--- config.mk ---
export PLATFORM = sky130hd
export DESIGN_NAME = fscs_top
export DESIGN_NICKNAME = d
export VERILOG_FILES = /design/src/rtl/fscs_pkg.sv /design/src/rtl/fscs_mem.sv /design/src/rtl/fscs_top.sv
export VERILOG_INCLUDE_DIRS = /design/src /design/src/rtl
export SDC_FILE = /design/constraint.sdc
export NUM_CORES = 2
export LEC_CHECK = 0
export BUFFER_PORTS_ARGS = -buffer_cell sky130_fd_sc_hd__buf_2
export CAP_MARGIN = 30
export CORE_UTILIZATION = 40
export DETAILED_ROUTE_END_ITERATION = 8
export GPL_ROUTABILITY_DRIVEN = 0
export MAX_ROUTING_LAYER = met4
export PLACE_DENSITY = 0.63
export SKIP_LAST_GASP = 1
export SLEW_MARGIN = 0
export SYNTH_ARGS = -nofsm -noshare
export SYNTH_HDL_FRONTEND = slang
export SYNTH_SLANG_ARGS = --single-unit
--- constraint.sdc ---
create_clock -name i_clk -period 5.4 [get_ports i_clk]
set_clock_uncertainty 0.2 [all_clocks]
set_input_delay 0.54 -clock i_clk [delete_from_list [all_inputs] [get_ports i_clk]]
set_output_delay 0.54 -clock i_clk [all_outputs]
set_load 0.05 [all_outputs]
--- src/rtl/fscs_cfg.svh ---
// Register map, field positions, reset values and sizes of the configuration shadow block
`ifndef FSCS_CFG_SVH
`define FSCS_CFG_SVH

`define FSCS_AW              9
`define FSCS_DW              16

`define FSCS_ADDR_TARGET     9'h080
`define FSCS_ADDR_MODE       9'h0C0
`define FSCS_ADDR_WIN_EN_LO  9'h0C3
`define FSCS_ADDR_WIN_EN_HI  9'h0C4
`define FSCS_ADDR_BLACK      9'h0C5
`define FSCS_ADDR_MULT       9'h0C7
`define FSCS_ADDR_FRLEN      9'h0C8
`define FSCS_ADDR_EXPO       9'h0C9
`define FSCS_ADDR_GAIN       9'h0CC
`define FSCS_ADDR_SYNC       9'h0CE
`define FSCS_ADDR_WIN_BASE   9'h100
`define FSCS_ADDR_WIN_LAST   9'h15F

`define FSCS_BIT_SUBS        7
`define FSCS_BIT_BIN         8
`define FSCS_SYNC_BL         0
`define FSCS_SYNC_EXP        1
`define FSCS_SYNC_GAIN       2
`define FSCS_SYNC_ROI        3
`define FSCS_SYNC_W          4

`define FSCS_COLGAIN_MSB     4
`define FSCS_COLGAIN_LSB     0
`define FSCS_AFEGAIN_MSB     7
`define FSCS_AFEGAIN_LSB     5
`define FSCS_BL_MSB          7
`define FSCS_BL_LSB          0
`define FSCS_TGT_MSB         9
`define FSCS_TGT_LSB         0

`define FSCS_SYNC_RST        4'hF
`define FSCS_WIN_EN_LO_RST   16'h0001
`define FSCS_BLACK_RST       16'h0001
`define FSCS_WORD_RST        16'h0000

`define FSCS_WIN_WORDS       96
`define FSCS_WIN_IW          7
`define FSCS_KERNEL_COLS     64
`define FSCS_COL_W           6
`define FSCS_PIX_W           10
`define FSCS_PIX_MAX         10'h3FF

`endif

--- src/rtl/fscs_pkg.sv ---
// Types shared by the configuration shadow block
package fscs_pkg;
  typedef logic [8:0]  fscs_addr_type;
  typedef logic [15:0] fscs_word_type;
  typedef enum logic [1:0] {
    FSCS_IDLE  = 2'b00,
    FSCS_DARK  = 2'b01,
    FSCS_IMAGE = 2'b11
  } fscs_dark_state_type;
endpackage

--- src/rtl/fscs_mem.sv ---
// Small two-read-port memory with registered read data
`timescale 1ns/1ns
module fscs_mem #(
  parameter int WIDTH = 16,
  parameter int DEPTH = 96,
  parameter int AW    = 7
) (
  // Clock
  input  wire logic             i_clk,
  // Write port
  input  wire logic             i_we,
  input  wire logic [AW-1:0]    i_waddr,
  input  wire logic [WIDTH-1:0] i_wdata,
  // Read ports
  input  wire logic [AW-1:0]    i_raddr_a,
  output logic      [WIDTH-1:0] o_rdata_a,
  input  wire logic [AW-1:0]    i_raddr_b,
  output logic      [WIDTH-1:0] o_rdata_b
);
  logic [WIDTH-1:0] mem_r [DEPTH];

  always_ff @(posedge i_clk) begin
    if (i_we) begin
      mem_r[i_waddr] <= i_wdata;
    end
  end

  always_ff @(posedge i_clk) begin
    o_rdata_a <= mem_r[i_raddr_a];
    o_rdata_b <= mem_r[i_raddr_b];
  end
endmodule

--- src/rtl/fscs_top.sv ---
// Frame-synchronised configuration shadow, window enables and black-level offsets
// Notes on behaviour
// - With a group's gate at 1, new values go active only at frame start.
// - With a group's gate at 0, writes are stored but active values stay.
// - Setting a gate back to 1 loads pending values at next frame start.
// - Group gate bits live in one register at address 206.
// - Dark-row gate controls transfer of the dark-row count.
// - Integration gate jointly controls tick multiplier, frame length, integration time.
// - Amplification gate jointly controls column and front-end gain.
// - Window gate jointly controls both enable words, subsampling and binning.
// - Window geometry words are never frozen by the window gate.
// - Thirty-two windows defined by registers 256 to 351.
// - Each window has its own enable bit in registers 195 and 196.
// - Geometry of disabled windows may be rewritten during acquisition.
// - Each frame begins with a programmable number of dark rows, 1 to 255; a count of 0 gives one.
// - Black level is driven to a programmable target, clipped at zero.
// - One offset per kernel column, 64 in all, applied to its column.
`timescale 1ns/1ns
`include "fscs_cfg.svh"
module fscs_top (
  // Clock and reset
  input  wire logic                    i_clk,
  input  wire logic                    i_rst_b,
  // Register port from the serial decoder
  input  wire fscs_pkg::fscs_addr_type i_reg_addr,
  input  wire fscs_pkg::fscs_word_type i_reg_wdata,
  input  wire logic                    i_reg_wr,
  input  wire logic                    i_reg_rd,
  output fscs_pkg::fscs_word_type      o_reg_rdata,
  output logic                         o_reg_rvalid,
  // Sequencer timing
  input  wire logic                    i_frame_start,
  input  wire logic                    i_row_end,
  // Active configuration
  output logic [7:0]                   o_act_black_lines,
  output logic [15:0]                  o_act_mult_timer,
  output logic [15:0]                  o_act_frame_period_length,
  output logic [15:0]                  o_act_exposure,
  output logic [4:0]                   o_act_col_gain,
  output logic [2:0]                   o_act_afe_gain,
  output logic [31:0]                  o_act_win_en,
  output logic                         o_act_subsample,
  output logic                         o_act_binning,
  // Window geometry lookup
  input  wire logic [6:0]              i_geom_addr,
  output logic [15:0]                  o_geom_data,
  // Pixel path
  output logic                         o_dark_row,
  input  wire logic                    i_pix_valid,
  input  wire logic [5:0]              i_pix_col,
  input  wire logic [9:0]              i_pix_data,
  output logic                         o_pix_valid,
  output logic [9:0]                   o_pix_data
);
  import fscs_pkg::*;

  function automatic logic is_win(input fscs_addr_type a);
    is_win = (a >= `FSCS_ADDR_WIN_BASE) && (a <= `FSCS_ADDR_WIN_LAST);
  endfunction

  // Pending (written) copies
  fscs_word_type pend_mode_r;
  fscs_word_type pend_win_lo_r;
  fscs_word_type pend_win_hi_r;
  fscs_word_type pend_black_r;
  fscs_word_type pend_mult_r;
  fscs_word_type pend_frlen_r;
  fscs_word_type pend_expo_r;
  fscs_word_type pend_gain_r;
  fscs_word_type target_r;
  logic [`FSCS_SYNC_W-1:0] sync_r;

  fscs_dark_state_type dark_state_r;
  logic [7:0]          row_cnt_r;
  logic [8:0]          row_cnt_nxt;

  fscs_word_type rd_mux;
  fscs_word_type rd_data_r;
  logic          rd_win_r;
  logic          rd_v1_r;
  fscs_word_type win_q;
  logic [8:0]    win_off;
  logic          win_we;

  logic [10:0]   off_q;
  logic [10:0]   off_wdata;
  logic          off_we;
  logic          p1_valid_r;
  logic          p1_dark_r;
  logic [9:0]    p1_data_r;
  logic [11:0]   p1_sum;

  // Pending register writes; geometry goes to memory ungated
  always_ff @(posedge i_clk) begin
    if (!i_rst_b) begin
      pend_mode_r   <= `FSCS_WORD_RST;
      pend_win_lo_r <= `FSCS_WIN_EN_LO_RST;
      pend_win_hi_r <= `FSCS_WORD_RST;
      pend_black_r  <= `FSCS_BLACK_RST;
      pend_mult_r   <= `FSCS_WORD_RST;
      pend_frlen_r  <= `FSCS_WORD_RST;
      pend_expo_r   <= `FSCS_WORD_RST;
      pend_gain_r   <= `FSCS_WORD_RST;
      target_r      <= `FSCS_WORD_RST;
      sync_r        <= `FSCS_SYNC_RST;
    end else if (i_reg_wr) begin
      case (i_reg_addr)
        `FSCS_ADDR_MODE:      pend_mode_r   <= i_reg_wdata;
        `FSCS_ADDR_WIN_EN_LO: pend_win_lo_r <= i_reg_wdata;
        `FSCS_ADDR_WIN_EN_HI: pend_win_hi_r <= i_reg_wdata;
        `FSCS_ADDR_BLACK:     pend_black_r  <= i_reg_wdata;
        `FSCS_ADDR_MULT:      pend_mult_r   <= i_reg_wdata;
        `FSCS_ADDR_FRLEN:     pend_frlen_r  <= i_reg_wdata;
        `FSCS_ADDR_EXPO:      pend_expo_r   <= i_reg_wdata;
        `FSCS_ADDR_GAIN:      pend_gain_r   <= i_reg_wdata;
        `FSCS_ADDR_TARGET:    target_r      <= i_reg_wdata;
        `FSCS_ADDR_SYNC:      sync_r        <= i_reg_wdata[`FSCS_SYNC_W-1:0];
        default: ;
      endcase
    end
  end

  // Window geometry: 96 words, writable at any time
  assign win_off = i_reg_addr - `FSCS_ADDR_WIN_BASE;
  assign win_we  = i_reg_wr && is_win(i_reg_addr);

  fscs_mem #(
    .WIDTH (16),
    .DEPTH (`FSCS_WIN_WORDS),
    .AW    (`FSCS_WIN_IW)
  ) u_win_mem (
    .i_clk     (i_clk),
    .i_we      (win_we),
    .i_waddr   (win_off[6:0]),
    .i_wdata   (i_reg_wdata),
    .i_raddr_a (win_off[6:0]),
    .o_rdata_a (win_q),
    .i_raddr_b (i_geom_addr),
    .o_rdata_b (o_geom_data)
  );

  // Dark-row group
  always_ff @(posedge i_clk) begin
    if (!i_rst_b) begin
      o_act_black_lines <= 8'(`FSCS_BLACK_RST);
    end else if (i_frame_start && sync_r[`FSCS_SYNC_BL]) begin
      o_act_black_lines <= pend_black_r[`FSCS_BL_MSB:`FSCS_BL_LSB];
    end
  end

  // Integration group
  always_ff @(posedge i_clk) begin
    if (!i_rst_b) begin
      o_act_mult_timer          <= `FSCS_WORD_RST;
      o_act_frame_period_length <= `FSCS_WORD_RST;
      o_act_exposure            <= `FSCS_WORD_RST;
    end else if (i_frame_start && sync_r[`FSCS_SYNC_EXP]) begin
      o_act_mult_timer          <= pend_mult_r;
      o_act_frame_period_length <= pend_frlen_r;
      o_act_exposure            <= pend_expo_r;
    end
  end

  // Amplification group
  always_ff @(posedge i_clk) begin
    if (!i_rst_b) begin
      o_act_col_gain <= 5'h00;
      o_act_afe_gain <= 3'h0;
    end else if (i_frame_start && sync_r[`FSCS_SYNC_GAIN]) begin
      o_act_col_gain <= pend_gain_r[`FSCS_COLGAIN_MSB:`FSCS_COLGAIN_LSB];
      o_act_afe_gain <= pend_gain_r[`FSCS_AFEGAIN_MSB:`FSCS_AFEGAIN_LSB];
    end
  end

  // Window-selection group
  always_ff @(posedge i_clk) begin
    if (!i_rst_b) begin
      o_act_win_en    <= {`FSCS_WORD_RST, `FSCS_WIN_EN_LO_RST};
      o_act_subsample <= 1'b0;
      o_act_binning   <= 1'b0;
    end else if (i_frame_start && sync_r[`FSCS_SYNC_ROI]) begin
      o_act_win_en    <= {pend_win_hi_r, pend_win_lo_r};
      o_act_subsample <= pend_mode_r[`FSCS_BIT_SUBS];
      o_act_binning   <= pend_mode_r[`FSCS_BIT_BIN];
    end
  end

  // Read-back mux; unmapped addresses read zero
  always_comb begin
    rd_mux = `FSCS_WORD_RST;
    case (i_reg_addr)
      `FSCS_ADDR_MODE:      rd_mux = pend_mode_r;
      `FSCS_ADDR_WIN_EN_LO: rd_mux = pend_win_lo_r;
      `FSCS_ADDR_WIN_EN_HI: rd_mux = pend_win_hi_r;
      `FSCS_ADDR_BLACK:     rd_mux = pend_black_r;
      `FSCS_ADDR_MULT:      rd_mux = pend_mult_r;
      `FSCS_ADDR_FRLEN:     rd_mux = pend_frlen_r;
      `FSCS_ADDR_EXPO:      rd_mux = pend_expo_r;
      `FSCS_ADDR_GAIN:      rd_mux = pend_gain_r;
      `FSCS_ADDR_TARGET:    rd_mux = target_r;
      `FSCS_ADDR_SYNC:      rd_mux = {12'h000, sync_r};
      default:              rd_mux = `FSCS_WORD_RST;
    endcase
  end

  // Two-cycle read pipeline so memory words come out of a register too
  always_ff @(posedge i_clk) begin
    if (!i_rst_b) begin
      rd_v1_r      <= 1'b0;
      rd_win_r     <= 1'b0;
      rd_data_r    <= `FSCS_WORD_RST;
      o_reg_rvalid <= 1'b0;
      o_reg_rdata  <= `FSCS_WORD_RST;
    end else begin
      rd_v1_r      <= i_reg_rd;
      rd_win_r     <= is_win(i_reg_addr);
      rd_data_r    <= rd_mux;
      o_reg_rvalid <= rd_v1_r;
      if (rd_v1_r) begin
        o_reg_rdata <= rd_win_r ? win_q : rd_data_r;
      end
    end
  end

  // Dark-row sequencing at the head of each frame
  assign row_cnt_nxt = {1'b0, row_cnt_r} + 9'h001;

  always_ff @(posedge i_clk) begin
    if (!i_rst_b) begin
      dark_state_r <= FSCS_IDLE;
      row_cnt_r    <= 8'h00;
      o_dark_row   <= 1'b0;
    end else if (i_frame_start) begin
      dark_state_r <= FSCS_DARK;
      row_cnt_r    <= 8'h00;
      o_dark_row   <= 1'b1;
    end else begin
      case (dark_state_r)
        FSCS_DARK: begin
          if (i_row_end) begin
            row_cnt_r <= row_cnt_nxt[7:0];
            if (row_cnt_nxt >= {1'b0, o_act_black_lines}) begin
              dark_state_r <= FSCS_IMAGE;
              o_dark_row   <= 1'b0;
            end
          end
        end
        FSCS_IMAGE: dark_state_r <= FSCS_IMAGE;
        FSCS_IDLE:  dark_state_r <= FSCS_IDLE;
        default: begin
          dark_state_r <= FSCS_IDLE;
          o_dark_row   <= 1'b0;
        end
      endcase
    end
  end

  // Per-column offsets learnt from dark samples: target minus sample
  assign off_we    = i_pix_valid && (dark_state_r == FSCS_DARK);
  assign off_wdata = {1'b0, target_r[`FSCS_TGT_MSB:`FSCS_TGT_LSB]} - {1'b0, i_pix_data};

  fscs_mem #(
    .WIDTH (11),
    .DEPTH (`FSCS_KERNEL_COLS),
    .AW    (`FSCS_COL_W)
  ) u_off_mem (
    .i_clk     (i_clk),
    .i_we      (off_we),
    .i_waddr   (i_pix_col),
    .i_wdata   (off_wdata),
    .i_raddr_a (i_pix_col),
    .o_rdata_a (off_q),
    .i_raddr_b (i_pix_col),
    .o_rdata_b ()
  );

  // Pixel stage 1 waits for the offset read
  always_ff @(posedge i_clk) begin
    if (!i_rst_b) begin
      p1_valid_r <= 1'b0;
      p1_dark_r  <= 1'b0;
      p1_data_r  <= 10'h000;
    end else begin
      p1_valid_r <= i_pix_valid;
      p1_dark_r  <= (dark_state_r == FSCS_DARK);
      p1_data_r  <= i_pix_data;
    end
  end

  assign p1_sum = {2'b00, p1_data_r} + {off_q[10], off_q};

  // Dark samples pass raw; image pixels are offset and clipped to 0..max
  always_ff @(posedge i_clk) begin
    if (!i_rst_b) begin
      o_pix_valid <= 1'b0;
      o_pix_data  <= 10'h000;
    end else begin
      o_pix_valid <= p1_valid_r;
      if (p1_dark_r) begin
        o_pix_data <= p1_data_r;
      end else if (p1_sum[11]) begin
        o_pix_data <= 10'h000;
      end else if (p1_sum[10]) begin
        o_pix_data <= `FSCS_PIX_MAX;
      end else begin
        o_pix_data <= p1_sum[9:0];
      end
    end
  end

  // Checks
  a_mid_frame_hold: assert property (@(posedge i_clk) disable iff (!i_rst_b)
    !i_frame_start |=> $stable(o_act_frame_period_length) && $stable(o_act_win_en))
    else $error("Active configuration changed inside a frame");

  a_frozen_exp_hold: assert property (@(posedge i_clk) disable iff (!i_rst_b)
    (i_frame_start && !sync_r[`FSCS_SYNC_EXP]) |=> $stable(o_act_exposure))
    else $error("Integration group moved while gated off");

  a_exp_group_load: assert property (@(posedge i_clk) disable iff (!i_rst_b)
    (i_frame_start && sync_r[`FSCS_SYNC_EXP]) |=>
      (o_act_exposure == $past(pend_expo_r)) && (o_act_mult_timer == $past(pend_mult_r)))
    else $error("Integration group not loaded at frame start");

  a_bl_group_load: assert property (@(posedge i_clk) disable iff (!i_rst_b)
    (i_frame_start && sync_r[`FSCS_SYNC_BL]) |=> o_act_black_lines == $past(pend_black_r[7:0]))
    else $error("Dark-row count not loaded at frame start");

  a_gain_group_load: assert property (@(posedge i_clk) disable iff (!i_rst_b)
    (i_frame_start && sync_r[`FSCS_SYNC_GAIN]) |=> o_act_afe_gain == $past(pend_gain_r[7:5]))
    else $error("Gain group not loaded at frame start");

  a_roi_group_load: assert property (@(posedge i_clk) disable iff (!i_rst_b)
    (i_frame_start && sync_r[`FSCS_SYNC_ROI]) |=>
      o_act_win_en == {$past(pend_win_hi_r), $past(pend_win_lo_r)})
    else $error("Window enables not loaded at frame start");

  a_gate_reset: assert property (@(posedge i_clk) disable iff (!i_rst_b)
    !$past(i_rst_b) |-> sync_r == `FSCS_SYNC_RST)
    else $error("Gate bits not all set after reset");

  a_dark_start: assert property (@(posedge i_clk) disable iff (!i_rst_b)
    i_frame_start |=> o_dark_row && (row_cnt_r == 8'h00))
    else $error("Frame did not open with dark rows");

  a_dark_raw: assert property (@(posedge i_clk) disable iff (!i_rst_b)
    (i_pix_valid && dark_state_r == FSCS_DARK && !i_frame_start) ##1 1'b1
      |=> o_pix_valid && (o_pix_data == $past(i_pix_data, 2)))
    else $error("Dark sample was altered");

  c_roi_frozen: cover property (@(posedge i_clk) disable iff (!i_rst_b)
    i_frame_start && !sync_r[`FSCS_SYNC_ROI]);
  c_dark_done: cover property (@(posedge i_clk) disable iff (!i_rst_b)
    $fell(o_dark_row));
  c_pix_clip: cover property (@(posedge i_clk) disable iff (!i_rst_b)
    p1_valid_r && !p1_dark_r && p1_sum[11]);
endmodule

# Yosys cells after proc, flatten, opt, wreduce, memory -nomap -nowiden
# Memories as Yosys holds them, arrays and structs flattened. A register that Yosys moved wholly into a read port is not among the register bits.
# Cells that the tools add are included.
[classes]
addsub = 4
n_lt_le_gt_ge = 3
eq_ne = 17
muxes = 17
bitwise_logic = 1
reduce_logical = 24
[ops]
columns = ["operator", "n"]
rows = [
  ["$pmux 16 s10", 1],
  ["$eq 9x8->1 const B", 10],
  ["$mux 10", 3],
  ["$reduce_and 2->1", 13],
  ["$mux 16", 1],
  ["$add 11x11->12", 1],
  ["$sub 10x10->11", 1],
  ["$add 8x1->9 const B", 1],
  ["$ge 9x8->1", 1],
  ["$ge 9x9->1 const B", 1],
  ["$le 9x9->1 const B", 1],
  ["$mux 1", 8],
  ["$logic_and 1x1->1", 7],
  ["$sub 7x1->7 const B", 1],
  ["$ne 3x3->1 const B", 2],
  ["$mux 2", 2],
  ["$ne 2x2->1 const B", 2],
  ["$pmux 2 s2", 1],
  ["$reduce_or 2->1", 2],
  ["$reduce_and 3->1", 1],
  ["$eq 2x1->1 const B", 1],
  ["$eq 2x2->1 const B", 1],
  ["$logic_not 2->1", 1],
  ["$ne 2x1->1 const B", 1],
  ["other kinds (2)", 2],
]
[word_totals]
reg_bits = 315
ram_bits = 2240
in_bits = 55
out_inout_bits = 143
word_cells = 101
mem_count = 2
[mem_list]
columns = ["memory", "words", "width", "read_ports", "rd_clocked_by_memory_dff", "write_ports", "line", "rtl"]
rows = [
  ["u_win_mem.mem_r", 96, 16, 2, 2, 1, "fscs_mem.sv:20", "logic [WIDTH-1:0] mem_r [DEPTH];"],
  ["u_off_mem.mem_r", 64, 11, 1, 1, 1, "fscs_mem.sv:20", ""],
]

# Logic depth before layout (Yosys ltp)
[logic_depth]
depth_word = 6
depth_mapped = 12
mapped_depth_nobuf = 10

# By module
# A second synthesis with hierarchy kept.
[unflattened]
cells_unflattened = 6809
area_unflattened_um2 = 118092.0
[by_module_without_submodules]
columns = ["mod", "instances", "cells_per_inst", "area_each_um2", "seq_area_each_um2"]
rows = [
  ["fscs_mem at u_win_mem", 1, 3481, 71310.9, 46764.9],
  ["fscs_mem at u_off_mem", 1, 1651, 33239.4, 21580.7],
  ["fscs_top", 1, 1677, 13541.7, 6306.0],
]

# Worst setup path after synthesis
# No wires, ideal clock.
[synth_path]
kind = "input port to flip-flop"
start = "in i_pix_data[2]"
end = "mem u_off_mem.mem_r[0][10] (data pin)"
setup_ns = 0.588
arrival_time_ns = 3.615
required_ns = 4.612
path_slack_ns = 0.997
cell_stages = 9
path_buffers = 0
cell_sequence = "inv_1 -> ha_1 -> nor2b_1 -> o21ai_0 -> nand2b_1 -> a21o_1 -> a21oi_1 -> o21ai_0 -> a31oi_1"
[synth_between]
elab_chain_len = 1
[synth_rtl]
columns = ["element", "line", "rtl"]
rows = [
  ["start, declared", "fscs_top.sv:51", "input wire logic [9:0] i_pix_data,"],
  ["$sub 10x10->11", "fscs_top.sv:260", "assign off_wdata = {1'b0, target_r[`FSCS_TGT_MSB:`FSCS_TGT_LSB]} - {1'b0, i_pix_data};"],
  ["via off_wdata[10]", "fscs_top.sv:86", "logic [10:0] off_wdata;"],
  ["end, declared", "fscs_mem.sv:20", ""],
]
# The timed path passes the listed nets, and every way through them passes these cells.

# Worst setup path in the final report
[layout_path]
start = "in i_reg_addr[0]"
end = "reg u_win_mem.o_rdata_a[7], read port of u_win_mem.mem_r"
[layout_between]
elab_chain_len = 1
[layout_rtl]
columns = ["element", "line", "rtl"]
rows = [
  ["start, declared", "fscs_top.sv:25", "input wire fscs_pkg::fscs_addr_type i_reg_addr,"],
  ["$sub 7x1->7 (no source line)", "--", ""],
  ["end, declared", "fscs_mem.sv:16", "output logic [WIDTH-1:0] o_rdata_a,"],
]
# No other way between the ends.
# A chain may end at the register's enable or synchronous reset.

==> run summary <==
Yosys warns - 0
IO buf count - 197
Vias in the first global route - 67.5k
Footprint of the multi-input gates - 36700 um^2
Largest regs - u_win_mem.mem_r: 1536 flops, u_off_mem.mem_r: 704 flops, o_act_win_en: 32 flops
Crit path launch - i_reg_addr[0]
DR iter-0 viols - 10.1k
GRT Total Usage - 25.6%
Crit path max fanout - 64
# DRC - 0
Max stage delay on crit path - 0.91 ns
Cell area after synthesis - 113000 um^2
Clock transition at the registers of the reported paths - 0.06 ns
Critical R2R Launch - target_r[0]
Crit-path cells - buf_8, buf_4, mux4_2, a21oi_1, o21ai_0, a31oi_1, o31ai_1
Yosys top cell by area - edfxtp_1
Die area - 285000 um^2
Metal3 WL - 43200 um
Chip height - 534 um
Root Buffer - clkbuf_16
Final period util - 72.9%
Share of cells above drive strength 1 - 27.8%
Worst setup SP type - input pin
Power consumption - 44300 uW
Status - finished clean
Async S/R FF share, synth - 0%
Leak Pwr - 0.0423 uW
CTS tree - yes
Relative slew slack - 23.3%
Routed Wire Length - 362000 um
Num rows - 195
Count of pins over their slew limit - 0
WL met1 - 138000 um
Most frequent cells in the layout - 2240 x edfxtp_1, 841 x mux4_2, 652 x nand2_1, 375 x mux2i_1, 374 x buf_4
Hpwl dp - 232000 um
Setup bufs post-CTS - 0
Register area - 74400 um^2
Register bit total from synthesis - 2598
Post-Syn Nets - 6777
HP Class - input pin to register
Buf/Inv on CP - 2
Initial antenna violation count - 20
Clock Sinks - 2598
First drt pass iteration count - 8
Synth top area cells - edfxtp_1 59%, mux4_2 17%, dfxtp_1 6.3%
Post-Synthesis Cells - 6689
Largest register FFs - 1536
RSZ-0062 raised after global routing - no
Most common flop cell mapped by yosys - edfxtp_1
Fillers - 23.9k
Global-route wire length before repair - 509000 um
Req. time, crit path - 5.90 ns
Pwr/cell area - 342 nW/um^2
Endpoint class of the critical path - register
Drt wl/cell - 32.8 um
Maximum vdd drop - 0.234 mV
Largest delay contributor family on the critical path - compound AO/OA/AOI/OAI gates
Area Overhead vs Synth - 14.5%
Max Clk Rate - 254 MHz
Slowest cell on the critical path - a31oi_1
Placeable Area - 282000 um^2
Largest net degree at the start of global routing - 123
Top reg by flops - u_win_mem.mem_r
Worst EP arrival - 4.43 ns
Grt ovf - 0
Met2 Routed Length - 164000 um
Max Cap Viol - 0
I/O pins - 198
Antenna Violating Nets Remaining - 0
Worst slew pin tran - 1.15 ns
Worst skew pair latency - 0.90 ns
Sequential area share after synthesis - 65.7%
Number of synthesized flops with an enable pin - 2240
Commonest non-fill, non-tap cell in the layout - edfxtp_1
Endpoints failing hold - 0
Vias - 69.3k
Synth cell types - 69
Hold Path Origin - i_reg_wdata[3]
CTS Buf Count - 283
Max Root-Sink Buffers - 4
Die width - 534 um
Initial core utilization - 40.2%
# setup viols final - 0
Average size of a mapped cell - 16.9 um^2
Top routing layer used - met4
Final min period - 3.94 ns
H-Tree Depth - 5
Vias per cell - 6.27
Post-route setup TNS - 0 ns
Share of the synthesized area in the top cell type - 59.4%
Crit Path Class - input pin to register
Total Nets Final - 7168
==> layout make-up <==
cell class | count | area share [%]
Antenna cell | 13 | 0.0251
Clock buffer | 358 | 5.89
Clock inverter | 147 | 1.03
Inverter | 34 | 0.100
Multi-Input combinational cell | 3545 | 28.3
Sequential cell | 2598 | 57.4
Tap cell | 3743 | 3.61
Timing Repair Buffer | 618 | 3.64
==> Yosys cell counts (93+ instances only) <==
cell type,instances
nor2_1,280
a22oi_1,96
mux2i_1,375
nand2_1,653
clkbuf_1,249
dfxtp_1,358
a21oi_1,158
mux4_2,841
a21boi_0,244
edfxtp_1,2240
buf_2,163
o21ai_0,93
==> worst register-to-register path: cells and delay by family (launching register included) <==
kind	cells	cell delay, ns
xor+xnor	1	0.16
flops	1	0.37
fa+ha+maj	2	0.64
compound gates	4	1.07
buf+inv	2	0.61
simple gates	2	0.33
==> path summary, 6_finish.rpt <==
kind | to | slack (ns) | depth (start not counted)
setup reg to reg | u_off_mem.mem_r[34][8] | 1.60 | 11
setup / recovery | u_win_mem.o_rdata_a[7] | 1.46 | 7
hold / removal | u_win_mem.mem_r[95][3] | 0.04 | 1
hold reg to reg | o_act_win_en[26] | 0.26 | 2
==> metrics by stage <==
step | area (um^2) | hold WS [ns] | cells | worst slack [ns] | util [%]
finish | 130000 | 0.0378 | 11100 | 1.46 | 46.0
global route | 130000 | 0.0419 | 11100 | 1.41 | 46.0
CTS | 130000 | 0.00592 | 11000 | 1.61 | 46.0
detailed placement | 120000 | 0.254 | 10500 | 0.728 | 42.7
global placement | 120000 | 0.243 | 10500 | 0.752 | 42.6
floorplan | 113000 | 0.212 | 6689 | 0.997 | -
==> metal layers <==
metal,global-route usage (%),up-vias
li1,-,27900
met1,34.0,36200
met2,37.9,4445
met3,6.42,781
met4,10.2,0
met5,-,-
==> timing repair <==
item	CTS	global route
resized for setup	0	0
hold endpoints to repair	363	0
hold buffers	27	0
==> kinds of logic (layout without fill, tap and decap cells) <==
kind of cell | Yosys count | in the layout | synth area share, %
buffers and inverters | 546 | 1157 | 2.21
other | 0 | 13 | 0
multiplexers | 1298 | 1298 | 20.8
XOR/XNOR | 23 | 23 | 0.178
flip-flops | 2598 | 2598 | 65.7
adder cells (fa/ha/maj) | 33 | 33 | 0.378
AND/OR/NAND/NOR | 1192 | 1192 | 4.42
AO/OA/AOI/OAI | 999 | 999 | 6.25
==> where the power goes <==
part           leakage [uW]  internal (uW)  switching, uW
Sequential           0.0232          21900            141
Combinational        0.0147           1140           2200
Clock               0.00439          10800           8180
Note: power is estimated with default switching activity, not from simulation.
